[config.mk]
export PLATFORM = sky130hd
export DESIGN_NAME = rx_status_and_layer4_crc
export DESIGN_NICKNAME = d
export VERILOG_FILES = /design/src/hw/rx_status_pkg.sv /design/src/hw/rx_status_and_layer4_crc.sv
export SDC_FILE = /design/constraint.sdc
export NUM_CORES = 1
export LEC_CHECK = 0
export ABC_CLOCK_PERIOD_IN_PS = 2850
export BUFFER_PORTS_ARGS = -buffer_cell sky130_fd_sc_hd__buf_2
export CAP_MARGIN = 20
export CORE_UTILIZATION = 40
export DETAILED_ROUTE_END_ITERATION = 8
export MAX_ROUTING_LAYER = met4
export PLACE_DENSITY = 0.6
export SETUP_SLACK_MARGIN = 0.15
export SYNTH_ARGS = -nofsm -noshare
export SYNTH_HDL_FRONTEND = slang
export SYNTH_SLANG_ARGS = --single-unit
export TNS_END_PERCENT = 50
[constraint.sdc]
create_clock -name core_clk -period 2.85 [get_ports core_clk]
set_input_delay 0.1425 -clock core_clk [delete_from_list [all_inputs] [get_ports core_clk]]
set_output_delay 0.1425 -clock core_clk [all_outputs]
set_load 0.01 [all_outputs]
[src/hw/rx_status_pkg.sv]
package rx_status_pkg;
  // Register addresses, read side
  localparam logic [3:0] STATUS_ADDR = 4'h1;
  localparam logic [3:0] BLOCK_NUMBER_ADDR = 4'h2;
  // Register addresses, write side
  localparam logic [3:0] CHECK_DATA_ADDR = 4'h6;
  // Status bit positions
  localparam int VERTICAL_BIT = 7;
  localparam int BLOCK_SYNC_BIT = 6;
  localparam int FRAME_SYNC_BIT = 5;
  localparam int ERROR_BIT = 4;
  localparam int PARITY_BIT = 3;
  localparam int HEAD_BIT = 2;
  localparam int CHECK_OK_BIT = 1;
  localparam int REALTIME_BIT = 0;
  // Reset values
  localparam logic [7:0] STATUS_RESET = 8'h00;
  localparam logic [7:0] BLOCK_NUMBER_RESET = 8'h00;
  localparam logic [15:0] CHECK_RESET = 16'h0000;
  // Generator x^16 + x^12 + x^5 + 1, top term implied
  localparam logic [15:0] CHECK_POLY = 16'h1021;
  // Highest legal block numbers
  localparam logic [7:0] DATA_BLOCK_MAX = 8'hbd;
  localparam logic [7:0] PARITY_BLOCK_MAX = 8'h51;
  // Serial status word length
  localparam int SERIAL_STATUS_BITS = 16;
endpackage : rx_status_pkg

[src/hw/rx_status_and_layer4_crc.sv]
// Overview of operation
// - Bit 7: one when vertically corrected
// - Bit 6: block sync held at reception
// - Bit 5: frame sync held at reception
// - Bit 4: correction failed or layer-2 error
// - Bit 3: parity block, else data block
// - Bit 2: frame head block
// - Bit 1: mirrors check result pin
// - Bit 0: real-time block, method A' only
// - Block number: data 0-189, parity 0-81
// - Both registers reset to zero; status reads 02h as bit 1 is live
// - Registers load as interrupt falls
// - Serial read gives 8 status bits first, then the 8-bit block number
// - Option bit one: registers follow live state
// - Result high when check register all zero
// - Check polynomial x16+x12+x5+1
// - Bytes written at 6h feed the check
// - Interrupt goes low when block ready
`timescale 1ns/100ps
module rx_status_and_layer4_crc
  import rx_status_pkg::*;
#(
  parameter int ADDR_WIDTH = 4
) (
  input wire logic core_clk,
  input wire logic rst_b,
  // Corrected-block side from the correction engines
  input wire logic block_ready,
  input wire logic block_done,
  input wire logic vertical_corrected_flag,
  input wire logic block_sync_flag,
  input wire logic frame_sync_flag,
  input wire logic correction_failed,
  input wire logic layer2_error,
  input wire logic parity_block_flag,
  input wire logic frame_head_flag,
  input wire logic realtime_block_flag,
  input wire logic [7:0] block_number_in,
  // Control bits from the write-register side
  input wire logic interrupt_timing_option,
  input wire logic upper_layer_check_clear,
  // Parallel register port
  input wire logic [ADDR_WIDTH-1:0] reg_addr,
  input wire logic reg_read,
  input wire logic reg_write,
  input wire logic [7:0] reg_wdata,
  output logic [7:0] reg_rdata,
  // Serial status port
  input wire logic serial_status_start,
  input wire logic serial_chip_enable,
  input wire logic serial_shift,
  output logic serial_out,
  output logic serial_status_done,
  // Pins
  output logic int_b,
  output logic upper_layer_check_ok
);
  // Parameter checks
  if (ADDR_WIDTH < 4) begin : g_addr_too_narrow
    $error("ADDR_WIDTH below 4 cannot reach every register");
  end
  if (SERIAL_STATUS_BITS != 16) begin : g_serial_length
    $error("Serial status word must hold status and block number");
  end

  // Reset copy
  logic rst_meta_b;
  logic rst_sync_b;

  // Interrupt and capture
  logic int_reg;
  logic int_next;
  logic load_event;
  logic capture_enable;
  logic [7:0] status_reg;
  logic [7:0] block_number_reg;
  logic [7:0] live_status;
  logic [7:0] shown_status;
  logic [7:0] shown_number;

  // Layer 4 check
  logic [15:0] check_reg;
  logic [15:0] check_next;

  // Register port
  logic status_read_hit;
  logic number_read_hit;
  logic check_write_hit;
  logic [7:0] rdata_next;

  // Serial status port
  typedef enum logic [1:0] {SER_IDLE, SER_STATUS, SER_DATA} ser_state_type;
  ser_state_type ser_state_reg;
  ser_state_type ser_state_next;
  logic [15:0] shift_reg;
  logic [15:0] shift_next;
  logic [4:0] shift_count_reg;
  logic [4:0] shift_count_next;
  logic shift_load;
  logic shift_step;
  logic serial_out_next;

  // Reset release through two flip-flops
  always_ff @(posedge core_clk or negedge rst_b) begin
    if (!rst_b) begin
      rst_meta_b <= 1'b0;
      rst_sync_b <= 1'b0;
    end else begin
      rst_meta_b <= 1'b1;
      rst_sync_b <= rst_meta_b;
    end
  end

  // One CRC step on a byte, MSB first
  function automatic logic [15:0] check_byte(input logic [15:0] crc,
                                             input logic [7:0] data);
    logic [15:0] c;
    logic fb;
    c = crc;
    for (int i = 7; i >= 0; i--) begin
      fb = c[15] ^ data[i];
      c = {c[14:0], 1'b0};
      if (fb) begin
        c = c ^ CHECK_POLY;
      end
    end
    return c;
  endfunction : check_byte

  // Address match on the parallel port
  function automatic logic addr_hit(input logic [ADDR_WIDTH-1:0] addr,
                                    input logic [3:0] target);
    return addr == ADDR_WIDTH'(target);
  endfunction : addr_hit

  // Register port decoding
  always_comb begin
    status_read_hit = reg_read && addr_hit(reg_addr, STATUS_ADDR);
    number_read_hit = reg_read && addr_hit(reg_addr, BLOCK_NUMBER_ADDR);
    check_write_hit = reg_write && addr_hit(reg_addr, CHECK_DATA_ADDR);
  end

  // Interrupt low while a ready block awaits the host
  always_comb begin
    int_next = int_reg;
    if (block_ready) begin
      int_next = 1'b0;
    end else if (block_done) begin
      int_next = 1'b1;
    end
  end

  always_ff @(posedge core_clk or negedge rst_sync_b) begin
    if (!rst_sync_b) begin
      int_reg <= 1'b1;
    end else begin
      int_reg <= int_next;
    end
  end

  assign int_b = int_reg;
  assign load_event = int_reg & ~int_next;

  // Live status from the correction side
  always_comb begin
    live_status = STATUS_RESET;
    live_status[VERTICAL_BIT] = vertical_corrected_flag;
    live_status[BLOCK_SYNC_BIT] = block_sync_flag;
    live_status[FRAME_SYNC_BIT] = frame_sync_flag;
    live_status[ERROR_BIT] = correction_failed | layer2_error;
    live_status[PARITY_BIT] = parity_block_flag;
    live_status[HEAD_BIT] = frame_head_flag;
    live_status[REALTIME_BIT] = realtime_block_flag;
  end

  // Status and block number capture
  assign capture_enable = load_event | interrupt_timing_option;

  always_ff @(posedge core_clk or negedge rst_sync_b) begin
    if (!rst_sync_b) begin
      status_reg <= STATUS_RESET;
    end else if (capture_enable) begin
      status_reg <= live_status;
    end
  end

  always_ff @(posedge core_clk or negedge rst_sync_b) begin
    if (!rst_sync_b) begin
      block_number_reg <= BLOCK_NUMBER_RESET;
    end else if (capture_enable) begin
      block_number_reg <= block_number_in;
    end
  end

  // Layer 4 check register, clear wins over a write
  always_comb begin
    check_next = check_reg;
    if (upper_layer_check_clear) begin
      check_next = CHECK_RESET;
    end else if (check_write_hit) begin
      check_next = check_byte(check_reg, reg_wdata);
    end
  end

  always_ff @(posedge core_clk or negedge rst_sync_b) begin
    if (!rst_sync_b) begin
      check_reg <= CHECK_RESET;
    end else begin
      check_reg <= check_next;
    end
  end

  assign upper_layer_check_ok = (check_reg == 16'h0000);

  // Host view: bit 1 is always live
  always_comb begin
    shown_status = status_reg;
    shown_status[CHECK_OK_BIT] = upper_layer_check_ok;
    shown_number = block_number_reg;
  end

  // Parallel read data, registered
  always_comb begin
    rdata_next = reg_rdata;
    if (status_read_hit) begin
      rdata_next = shown_status;
    end else if (number_read_hit) begin
      rdata_next = shown_number;
    end else if (reg_read) begin
      rdata_next = 8'h00;
    end
  end

  always_ff @(posedge core_clk or negedge rst_sync_b) begin
    if (!rst_sync_b) begin
      reg_rdata <= 8'h00;
    end else begin
      reg_rdata <= rdata_next;
    end
  end

  // Serial status: 16 bits MSB first, chip enable low aborts
  always_comb begin
    ser_state_next = ser_state_reg;
    shift_load = 1'b0;
    shift_step = 1'b0;
    if (!serial_chip_enable) begin
      ser_state_next = SER_IDLE;
    end else begin
      case (ser_state_reg)
        SER_IDLE: begin
          if (serial_status_start) begin
            shift_load = 1'b1;
            ser_state_next = SER_STATUS;
          end
        end
        SER_STATUS: begin
          if (serial_shift) begin
            shift_step = 1'b1;
            if (shift_count_reg == 5'h01) begin
              ser_state_next = SER_DATA;
            end
          end
        end
        default: begin
          ser_state_next = SER_DATA;
        end
      endcase
    end
  end

  always_ff @(posedge core_clk or negedge rst_sync_b) begin
    if (!rst_sync_b) begin
      ser_state_reg <= SER_IDLE;
    end else begin
      ser_state_reg <= ser_state_next;
    end
  end

  // Status word shifter
  always_comb begin
    shift_next = shift_reg;
    if (shift_load) begin
      shift_next = {shown_status, shown_number};
    end else if (shift_step) begin
      shift_next = {shift_reg[14:0], 1'b0};
    end
  end

  always_ff @(posedge core_clk or negedge rst_sync_b) begin
    if (!rst_sync_b) begin
      shift_reg <= 16'h0000;
    end else begin
      shift_reg <= shift_next;
    end
  end

  // Bits left in the status word
  always_comb begin
    shift_count_next = shift_count_reg;
    if (!serial_chip_enable) begin
      shift_count_next = 5'h00;
    end else if (shift_load) begin
      shift_count_next = 5'(SERIAL_STATUS_BITS);
    end else if (shift_step) begin
      shift_count_next = shift_count_reg - 5'h01;
    end
  end

  always_ff @(posedge core_clk or negedge rst_sync_b) begin
    if (!rst_sync_b) begin
      shift_count_reg <= 5'h00;
    end else begin
      shift_count_reg <= shift_count_next;
    end
  end

  // Wire bit, low outside the status word
  always_comb begin
    serial_out_next = 1'b0;
    if (ser_state_reg == SER_STATUS) begin
      serial_out_next = shift_reg[15];
    end
  end

  always_ff @(posedge core_clk or negedge rst_sync_b) begin
    if (!rst_sync_b) begin
      serial_out <= 1'b0;
    end else begin
      serial_out <= serial_out_next;
    end
  end

  assign serial_status_done = (ser_state_reg == SER_DATA);
endmodule : rx_status_and_layer4_crc

Word level (Yosys, flattened, before mapping). Cells that the tools add are included.

Bits in registers: 66. Bits of input ports: 39.

Equal/unequal tests: 10. Mux-type cells: 46. Bitwise logic cells: 20. Reductions and logical operators: 9. Add/subtract/negate cells: 1.

Operators by type and width (number): 16-bit two-way mux (18); 13-bit two-way mux (8); 8-bit two-way mux (3); 3-bit inverter (8); 16-bit logical NOT (1); 5-bit two-way mux (3); 1-bit two-way mux (9); 3-bit != test (second input constant) (3); 2-bit two-way mux (4); 1-bit XOR (8); 5-bit by 1-bit equality test with 1-bit output (second input constant) (1); 5-bit by 1-bit subtractor with 5-bit output (second input constant) (1); 4-bit by 1-bit equality test with 1-bit output (second input constant) (1); 4-bit by 2-bit equality test with 1-bit output (second input constant) (1); 4-bit by 3-bit equality test with 1-bit output (second input constant) (1); 2-bit one-hot mux with 2 select lines (1); 2-bit nonzero test (2); 1-bit logical AND (3); 3-bit by 1-bit != test with 1-bit output (second input constant) (1); 3-bit AND reduction (1); 3-bit nonzero test (1); 2-bit by 1-bit equality test with 1-bit output (second input constant) (1); 2-bit equality test (second input constant) (1); 2-bit logical NOT (1); 3 further kinds (4).

Logic depth before layout (Yosys ltp). Gate-level depths: netlist (run 1).

Word-level depth: 32. Gate-level depth with buffers: 6. Depth with buffers taken out: 5.

Least setup slack after synthesis (run 1). No wires, ideal clock.

Kind: flip-flop to flip-flop. From: register check_reg[13]. To: register check_reg[5]. Arrival: 1.343 ns. Period minus slack after synthesis: 1.430 ns. Slack: 1.420 ns. Path buffers: 0. Required time: 2.763 ns. Stages on the path, launching flop included: 4. Cell sequence: dfrtp_1 -> xnor2_2 -> xor3_1 -> a211oi_2.

Longest elaborated chain between the ends: 24.

RTL lines: start: declaration (line rx_status_and_layer4_crc.sv:82) `logic [15:0] check_reg;`; start signal: assignment (line rx_status_and_layer4_crc.sv:209) `check_reg <= check_next;`; 16-bit two-way mux * (line rx_status_and_layer4_crc.sv:200) `end else if (check_write_hit) begin`; 16-bit two-way mux * (line rx_status_and_layer4_crc.sv:198) `if (upper_layer_check_clear) begin`; 16-bit two-way mux * (line rx_status_and_layer4_crc.sv:200); 16-bit two-way mux * (line rx_status_and_layer4_crc.sv:198); 1-bit XOR * (line rx_status_and_layer4_crc.sv:121) `fb = c[15] ^ data[i];`; 13-bit two-way mux * (line rx_status_and_layer4_crc.sv:123) `if (fb) begin`; 16-bit two-way mux * (line rx_status_and_layer4_crc.sv:200); 16-bit two-way mux * (line rx_status_and_layer4_crc.sv:198); [... 8 more ...]; 16-bit two-way mux * (line rx_status_and_layer4_crc.sv:198); 13-bit two-way mux * (line rx_status_and_layer4_crc.sv:123); 16-bit two-way mux * (line rx_status_and_layer4_crc.sv:200); 16-bit two-way mux * (line rx_status_and_layer4_crc.sv:198); 3-bit inverter (no line); 13-bit two-way mux * (line rx_status_and_layer4_crc.sv:123); 16-bit two-way mux * (line rx_status_and_layer4_crc.sv:200); 16-bit two-way mux * (line rx_status_and_layer4_crc.sv:198).

Mark *: on every way between the ends. The rest lies on a longest branch, timed or not. The select of a mux whose other input is x is not followed. A chain may end at the register's enable or synchronous reset.

Worst setup path after layout (run 1).
From: register check_reg[13]. To: output port upper_layer_check_ok.

Longest elaborated chain between the ends: 1.

RTL lines: 16-bit logical NOT (line rx_status_and_layer4_crc.sv:213) `assign upper_layer_check_ok = (check_reg == 16'h0000);`; end: declaration (line rx_status_and_layer4_crc.sv:56) `output logic upper_layer_check_ok`.

No other way between the ends.

==> results of run 1 <==
==> cell usage after synthesis, drive strengths merged, types with 2 or more instances <==
master	number
a21oi	15
nand4b	3
buf	11
nand2b	6
xor3	5
nor2	4
a211oi	8
inv	7
nor3	2
xnor3	7
o21ai	18
nor4	5
o22ai	5
a221o	7
mux2	14
xnor2	12
dfrtp	65
a21bo	3
nand4	2
nand2	19
and2b	7
nor3b	4
nand3b	3
ha	2
clkbuf	3
mux2i	16
nand3	4
==> per-stage QoR <==
stage	hold WS, ns	std cells	setup WS [ns]
floorplan	-0.153	273	0.878
global placement	-0.0697	418	1.25
detailed placement	-0.0687	418	1.23
CTS	0.00488	436	0.984
global route	0.0111	436	0.864
finish	0.0194	436	1.03
==> cell type report <==
class | count | share of cell area
multi-input combinational | 186 | 0.415
clock inverter | 5 | 0.0140
timing repair buffer | 56 | 0.0764
sequential | 66 | 0.421
clock buffer | 11 | 0.0334
tap | 105 | 0.0334
inverter | 7 | 0.00669
==> routing by layer <==
layer,vias up,global-route usage,part of all wire
met5,-,-,0
met4,0,0.0615,0.012
met3,11,0.0283,0.040
met2,51,0.235,0.44
met1,1095,0.251,0.51
li1,1099,-,-
==> path summary, 6_finish.rpt <==
check | start | end | slack, ns | cells after the start
setup / recovery | check_reg[13]$_DFFE_PN0P_ | upper_layer_check_ok | 1.03 | 4
hold / removal | frame_sync_flag | status_reg[5]$_DFFE_PN0P_ | 0.02 | 2
setup reg to reg | ser_state_reg[0]$_DFFE_PN0P_ | shift_count_reg[2]$_DFFE_PN0P_ | 1.22 | 3
hold reg to reg | rst_sync_b$_DFF_PN0_ | check_reg[14]$_DFFE_PN0P_ | 0.21 | 0
max in group asynchronous | rst_sync_b$_DFF_PN0_ | shift_reg[0]$_DFFE_PN0P_ | 1.90 | 1
min in group asynchronous | rst_b | rst_meta_b$_DFF_PN0_ | 0.12 | 2
==> power breakdown <==
| group | internal, mW | total (mW) | switching, mW |
|---|---|---|---|
| Combinational | 0.178 | 0.338 | 0.160 |
| Sequential | 1.05 | 1.12 | 0.0790 |
| Clock | 0.402 | 0.750 | 0.348 |
| Total | 1.63 | 2.21 | 0.587 |
==> worst max-delay path, cell delays in order (launching register included) <==
cell and delay [ns]:
dfrtp_1 0.45, nor4_1 0.36, nand4_1 0.29, inv_1 0.12, buf_2 0.13
==> cells by family (layout without fill, tap and decap cells) <==
group                      Yosys count  count (layout)  synth area share
AOI/OAI and AO/OA                   62              62             0.123
xor gates and xnor gates            25              25             0.125
adders and majority gates            2               2           0.00742
buffers and inverters               21              79            0.0304
DFF                                 66              66             0.490
muxes                               30              30            0.0943
other                                1               1           0.00111
and+or+nand+nor                     66              66             0.129
==> flow_metrics.tcl, run 1 <==
set metrics [dict create \
    peakVddDrop_mv 0.330 \
    synthToLayoutAreaGrowth_pct 16.6 \
    ctsHoldBuffers 2 \
    final_max_slew_viol_count 0 \
    num_vias 2256 \
    overflow 0 \
    fin_skew_ns 0.0113 \
    synth_edf_count 0 \
    wire_per_inst_um 15.2 \
    totalWireLength_mm 6.63 \
    hold_viol 0 \
    dpl.hpwl_mm 4.67 \
    startpoint_type "register" \
    drc 0 \
    clk_path_buf_depth 2 \
    finalInstanceArea_um2 3930 \
    dieWidth_um 93.8 \
    critPathKind "reg -> out" \
    final_cell_mix "64 x dfrtp_1, 50 x buf_2, 19 x nand2_1, 18 x o21ai_1, 16 x mux2i_1" \
    slew_headroom 0.408 \
    p_per_area_nw_per_um2 563 \
    finalSetupTns_ns 0 \
    cts.sinks 66 \
    firstDrtPassIters 4 \
    n_antenna_cell 0 \
    nNetsFinal 367 \
    multiInputGateArea_um2 1630 \
    maxCapViolations 0 \
    worstHoldPathType "in -> reg" \
    cp.arrival_ns 1.68 \
    place_congestion 0.743 \
    final-setup-viol-count 0 \
    port_buffers 50 \
    syn_area_um2 3370 \
    clkSlewWorstSetupHoldPaths_ns 0.07 \
    crit_fanout 4 \
    final.period_utilization 0.639 \
    grt_setup_unrepaired "no" \
    syn_avg_cell_area_um2 12.3 \
    synth_top_area_share 0.483 \
    fin_util 0.481 \
    grt.total_usage 0.170 \
    synth_area_leaders "dfrtp_1 48%, mux2i_1 4.8%, mux2_1 4.7%" \
    placed_area_um2 3720 \
    coreArea_um2 8180 \
    synth_seq_area_share 0.490 \
    post_cts_buffers 0 \
    fin_total_pwr_mw 2.21 \
    post_route_cells_drive_above_1_share 0.275 \
    cts-buffers-inserted 9 \
    synth_flop_cell "dfrtp_1" \
    antenna_found_initial 0 \
    cts.htree.levels 3 \
    synthArstFlopShare 1.00 \
    yosysTopAreaCell "dfrtp_1" \
    synth_fp_nets 314 \
    fmax_mhz 549 \
    ant_nets 0 \
    timing.final.crit_period_ns 1.82 \
    cts_tree "done" \
    p_leak_nw 1.77 \
    initial_core_util 0.412 \
    die_area_um2 8800 \
    cp.required_ns 2.71 \
    clk_latency_ns 0.33 \
    fp-row-count 33 \
    first_iter_violations 112 \
    top_level_ports 51 \
    seq_area_um2 1650 \
    netlist_instances 273 \
    cts-root-buf "clkbuf_8" \
    worstMarginPinSlew_ns 0.888 \
    die_h_um 93.8 \
    grt_pass1_wl_mm 11.2 \
    cts-resized-gates 0 \
    grt_pass1_vias 2259 \
    worstSetupEndpointType "output pin" \
    synth_seq_cells 66 \
    grt_max_degree 34 \
    synth_cell_types 48 \
    yosysWarnings 0 \
    status "complete, no violations" \
    fillerInstances 791 \
    via_per_inst 5.17 \
    layout_commonest_cell "dfrtp_1" \
]
Power figures use the tool's default switching activity.
==> run 2, diff against run 1 <==
ABC_AREA = 1   (was default)
ABC_CLOCK_PERIOD_IN_PS = 1900   (was 2850)
PLACE_DENSITY = 0.61   (was 0.6)
clock period = 1.9 ns   (was 2.85 ns; I/O delays follow)
==> run 2 against run 1 <==
  * Synthesized cell count rose by 49%
  * Worst hold slack got worse by 0.013 ns
  * Clock skew rose by 0.0038 ns
  * Setup slack got worse by 0.78 ns
  * Critical path depth rose by 1
  * Clock power rose by 60%
  * Clock-buffer cell count fell by 2
  * Global-route usage rose by 2.2 points
==> flow_metrics.tcl, run 2 <==
set metrics [dict create \
    layout_commonest_cell "nand2_1" \
    cp.required_ns 1.80 \
    post_route_cells_drive_above_1_share 0.186 \
    finalSetupTns_ns 0 \
    grt_pass1_wl_mm 12.6 \
    timing.final.crit_period_ns 1.65 \
    clk_path_buf_depth 2 \
    wire_per_inst_um 12.4 \
    hold_viol 0 \
    worstSetupEndpointType "output pin" \
    cts.htree.levels 3 \
    syn_area_um2 3320 \
    n_antenna_cell 0 \
    worst-r2r-cell-count 5 \
    synthToLayoutAreaGrowth_pct 21.0 \
    synth_cell_types 39 \
    hold_path_depth 3 \
    holdPathEnd "status_reg[0]$_DFFE_PN0P_" \
    status "complete, no violations" \
    overflow 0 \
    clkSlewWorstSetupHoldPaths_ns 0.09 \
    die_area_um2 8680 \
    dp_cells 551 \
    p_per_area_nw_per_um2 877 \
    rr_endpoint "shift_reg[3]$_DFFE_PN0P_" \
    fin_skew_ns 0.0151 \
    path_cells "inv_1, nand4_1, nor2_1, and2_1, buf_2" \
    clk_latency_ns 0.35 \
    worstHoldPathType "in -> reg" \
    hp-start "realtime_block_flag" \
    die_h_um 93.2 \
    critPathMaxStageDelay_ns 0.41 \
    initial_core_util 0.421 \
    port_buffers 50 \
    synth_common_cells "114 x nand2_1, 65 x dfrtp_1, 55 x inv_1" \
    synth_flop_cell "dfrtp_1" \
    cp_slowest_cell "dfrtp_1" \
    dieWidth_um 93.2 \
    grtUsageMet2 0.265 \
    final.period_utilization 0.867 \
    peakVddDrop_mv 0.394 \
    first_iter_violations 135 \
    final_cells 585 \
    dpl.hpwl_mm 5.09 \
    grt_pass1_vias 2660 \
    met3_usage 0.0382 \
    num_vias 2859 \
    maxCapViolations 0 \
    netlist_instances 407 \
    synth_area_leaders "dfrtp_1 49%, nand2_1 13%, inv_1 6.2%" \
    grt.total_usage 0.193 \
    cp.arrival_ns 1.55 \
    drc 0 \
    yosysWarnings 0 \
    synth_seq_area_share 0.497 \
    place_congestion 0.812 \
    p_leak_nw 2.05 \
    final_cell_mix "114 x nand2_1, 64 x dfrtp_1, 55 x inv_1, 50 x buf_2, 37 x o21ai_0" \
    worstReg2RegStart "ser_state_reg[1]$_DFFE_PN0P_" \
    crit_fanout 4 \
    final-setup-viol-count 0 \
    final_max_slew_viol_count 0 \
    cts_tree "done" \
    synth_seq_cells 66 \
    antenna_found_initial 0 \
    coreArea_um2 7890 \
    grt_max_degree 49 \
    grt.busiest_layer "met1" \
    synth_edf_count 0 \
    nNetsFinal 519 \
    cts.sinks 66 \
    ant_nets 0 \
    startpoint_type "register" \
    yosysMostFrequentCell "nand2_1" \
    grt_setup_unrepaired "no" \
    firstDrtPassIters 4 \
    fp-row-count 32 \
    yosysTopAreaCell "dfrtp_1" \
    top_level_ports 51 \
    via_per_inst 4.89 \
    synthArstFlopShare 1.00 \
    whs_ns 0.00671 \
    totalWireLength_mm 7.24 \
    cts-root-buf "clkbuf_8" \
    synth_fp_nets 448 \
    reg2reg_setup_slack_ns 0.37 \
    finalInstanceArea_um2 4020 \
    synth_top_area_share 0.489 \
    syn_avg_cell_area_um2 8.17 \
    placed_area_um2 3640 \
    cts-buffers-inserted 9 \
    critPathKind "reg -> out" \
    fmax_mhz 607 \
    use_met1 0.279 \
]
-- run 2: changes by cell type in the layout (fill, tap and decap cells not counted), sizes merged, moves of 13 or more --
cell         delta
nor2           +23
mux2i          -16
dlygate4sd3    +16
mux2           -13
nand3          +37
o21ai          +25
nand2          +96
inv            +51
-- run 2: worst max path at each step --
stage / start / to / slack [ns] / depth (start not counted)
after floorplan: int_b$_DFF_PN1_ / block_number_reg[1]$_DFFE_PN0P_ / 0.63 / 4
after global placement: ser_state_reg[1]$_DFFE_PN0P_ / shift_reg[4]$_DFFE_PN0P_ / 0.44 / 4
after detailed placement: ser_state_reg[1]$_DFFE_PN0P_ / shift_reg[11]$_DFFE_PN0P_ / 0.36 / 5
after CTS: check_reg[12]$_DFFE_PN0P_ / upper_layer_check_ok / 0.25 / 5
after global routing: check_reg[12]$_DFFE_PN0P_ / upper_layer_check_ok / 0.16 / 5
final: check_reg[12]$_DFFE_PN0P_ / upper_layer_check_ok / 0.25 / 5
-- run 2: critical path, delay by kind of cell (launching register included) --
| kind | cells | cell delay, ns |
|---|---|---|
| simple gates | 3 | 0.56 |
| flops | 1 | 0.41 |
| buf+inv | 2 | 0.23 |
-- run 2: cells by family after synthesis --
kind of cell             count (synthesis)  share of synthesized area
adder cells (fa/ha/maj)                  2                    0.00753
XOR/XNOR                                 2                    0.00527
flip-flops                              66                      0.497
multiplexers                             1                    0.00339
AND/OR/NAND/NOR                        200                      0.282
buffers and inverters                   69                     0.0941
AO/OA/AOI/OAI                           66                      0.110
other                                    1                    0.00113
-- run 2: what timing repair did --
action | 4_1_cts | 5_1_grt
endpoints found under the setup margin | 0 | 0
buffers inserted | 0 | 0
gates resized for setup | 0 | 0
hold buffers | 18 | 0
endpoints found under the hold margin | 17 | 0
-- run 2: cell type report --
class	instances	area, um^2
well taps	102	128
flip-flops and latches	66	1650
repair buffers	70	458
clock inverters	7	77.6
fillers	777	3860
clock buffers	9	124
inverters	59	223
multi-input cells	272	1360
-- run 2: metrics by stage --
| step | utilization | worst slack, ns | power [mW] |
|---|---|---|---|
| 3_3_place_gp | 0.462 | 0.438 | 2.31 |
| 3_5_place_dp | 0.462 | 0.361 | 2.33 |
| 4_1_cts | 0.510 | 0.253 | 3.56 |
| 2_1_floorplan | - | 0.627 | 2.15 |
| 5_1_grt | 0.510 | 0.157 | 3.74 |
| 6_report | 0.510 | 0.253 | 3.53 |
-- run 2: where the power goes --
| group | leakage [nW] | internal [mW] | switching [mW] |
|---|---|---|---|
| Combinational | 1.11 | 0.242 | 0.363 |
| Clock | 0.0998 | 0.614 | 0.587 |
| Sequential | 0.842 | 1.61 | 0.113 |
-- run 2: routing by layer --
layer,wire (um),vias up
li1,-,1459
met1,3860,1335
met2,3030,57
met3,252,8
met4,105,0
met5,0,-
==> run 3, diff against run 2 <==
==> constraint.sdc (replaced) <==
create_clock -name core_clk -period 1.9 [get_ports core_clk]
set_input_delay 0.38 -clock core_clk [delete_from_list [all_inputs] [get_ports core_clk]]
set_output_delay 0.38 -clock core_clk [all_outputs]
set_load 0.01 [all_outputs]
==> run 3 against run 2 <==
  * Largest cell class unchanged
  * Clock power shrank 7%
  * Worst hold slack gained 0.16 ns
  * Critical path depth is the same
  * Highest routed layer unchanged
==> flow_metrics.tcl, run 3 (same netlist as run 2, synthesis figures left out) <==
set metrics [dict create \
    status "complete, no violations" \
    die_h_um 93.2 \
    die_area_um2 8680 \
    dpl.hpwl_mm 5.22 \
    cp_slowest_cell "dfrtp_1" \
    p_sw_frac 0.293 \
    hold_viol 0 \
    clkSlewWorstSetupHoldPaths_ns 0.07 \
    dieWidth_um 93.2 \
    cts-buffers-inserted 9 \
    cts_tree "done" \
    initial_core_util 0.421 \
    dp_slack_ns 0.339 \
    final_cell_mix "114 x nand2_1, 64 x dfrtp_1, 50 x buf_2, 45 x inv_1, 37 x o21ai_0" \
    timing.final.crit_period_ns 1.74 \
    finalWorstSetupSlack_ns 0.161 \
    path_cells "inv_2, nand4_1, nor2_2, and2_1, buf_2" \
    port_buffers 50 \
    worstSetupEndpointType "output pin" \
    firstDrtPassIters 4 \
    cp.required_ns 1.52 \
    fmax_mhz 575 \
    cts-root-buf "clkbuf_8" \
    cts.sinks 66 \
    cts.htree.levels 3 \
    pwr-share-seq 0.500 \
    p_leak_nw 2.07 \
    clk_latency_ns 0.34 \
    critPathMaxStageDelay_ns 0.39 \
    final.period_utilization 0.915 \
    critPathKind "reg -> out" \
    worstHoldPathType "in -> reg" \
    wire_per_inst_um 12.4 \
    clk_path_buf_depth 2 \
    synthToLayoutAreaGrowth_pct 20.0 \
    antenna_found_initial 0 \
    grt_max_degree 46 \
    final_max_slew_viol_count 0 \
    grt_pass1_vias 2645 \
    ant_nets 0 \
    fp-row-count 32 \
    totalWireLength_mm 7.26 \
    grt_pass1_wl_mm 12.3 \
    dp_cells 555 \
    final-setup-viol-count 0 \
    place_congestion 0.880 \
    top_level_ports 51 \
    fin_util 0.506 \
    coreArea_um2 7890 \
    drc 0 \
    maxCapViolations 0 \
    p_int_mw 2.43 \
    cp_num_buf_inv 2 \
    num_vias 2880 \
    finalSetupTns_ns 0 \
    n_antenna_cell 0 \
    grt_setup_unrepaired "yes" \
    p_sw_mw 1.01 \
    post_route_cells_drive_above_1_share 0.249 \
    fin_skew_ns 0.00911 \
    final_cells 587 \
    p_per_area_nw_per_um2 862 \
    whs_ns 0.168 \
    startpoint_type "register" \
    via_per_inst 4.91 \
    critPathTopFamily "simple AND/OR/NAND/NOR gates" \
    cp.arrival_ns 1.36 \
    pwr-share-comb 0.179 \
    peakVddDrop_mv 0.403 \
    overflow 0 \
    first_iter_violations 173 \
    grt.total_usage 0.189 \
    power.share.clock 0.322 \
    nNetsFinal 521 \
    crit_fanout 3 \
    layout_commonest_cell "nand2_1" \
]
==> run 3: power groups by stage <==
stage | registers, mW | logic, mW | clock network [mW]
after floorplan | 1.74 | 0.414 | 0
after global placement | 1.74 | 0.578 | 0
after detailed placement | 1.74 | 0.593 | 0
after CTS | 1.72 | 0.615 | 1.14
after global routing | 1.74 | 0.706 | 1.22
final | 1.72 | 0.614 | 1.11
==> run 3: final timing paths <==
kind,slack [ns],start,cells after the start,to
min,0.17,block_ready,2,int_b$_DFF_PN1_
max reg2reg,0.36,ser_state_reg[1]$_DFFE_PN0P_,5,shift_count_reg[2]$_DFFE_PN0P_
max,0.16,check_reg[10]$_DFFE_PN0P_,5,upper_layer_check_ok
min in group asynchronous,0.26,rst_sync_b$_DFF_PN0_,1,block_number_reg[2]$_DFFE_PN0P_
min reg2reg,0.26,rst_sync_b$_DFF_PN0_,1,block_number_reg[2]$_DFFE_PN0P_
max in group asynchronous,1.38,rst_sync_b$_DFF_PN0_,1,int_b$_DFF_PN1_
==> run 3: per-stage QoR <==
stage	cell area [um^2]	total power, mW
2_1_floorplan	3330	2.15
3_3_place_gp	3670	2.32
3_5_place_dp	3670	2.33
4_1_cts	3940	3.48
5_1_grt	3990	3.66
6_report	3990	3.44
==> run 3: routing by layer <==
layer	wire length (um)	up-vias	global-route usage
met4	121	0	0.0846
met1	3850	1340	0.278
li1	-	1459	-
met5	0	-	-
met2	3000	70	0.254
met3	287	11	0.0301
==> run 3: layout make-up <==
class / count / area [um^2]
Tap cell: 102 / 128
Clock buffer: 12 / 165
Fill cell: 800 / 3900
Sequential cell: 66 / 1650
Inverter: 59 / 223
Timing Repair Buffer: 72 / 430
Clock inverter: 4 / 25.0
Multi-Input combinational cell: 272 / 1360
==> run 3: timing repair <==
| item | 4_1_cts | 5_1_grt |
|---|---|---|
| gates resized for setup | 6 | 6 |
| setup endpoints to repair | 1 | 1 |
| pin swaps | 3 | 5 |
| buffers inserted | 8 | 7 |
| endpoints found under the hold margin | 2 | 0 |
| hold buffers | 1 | 0 |
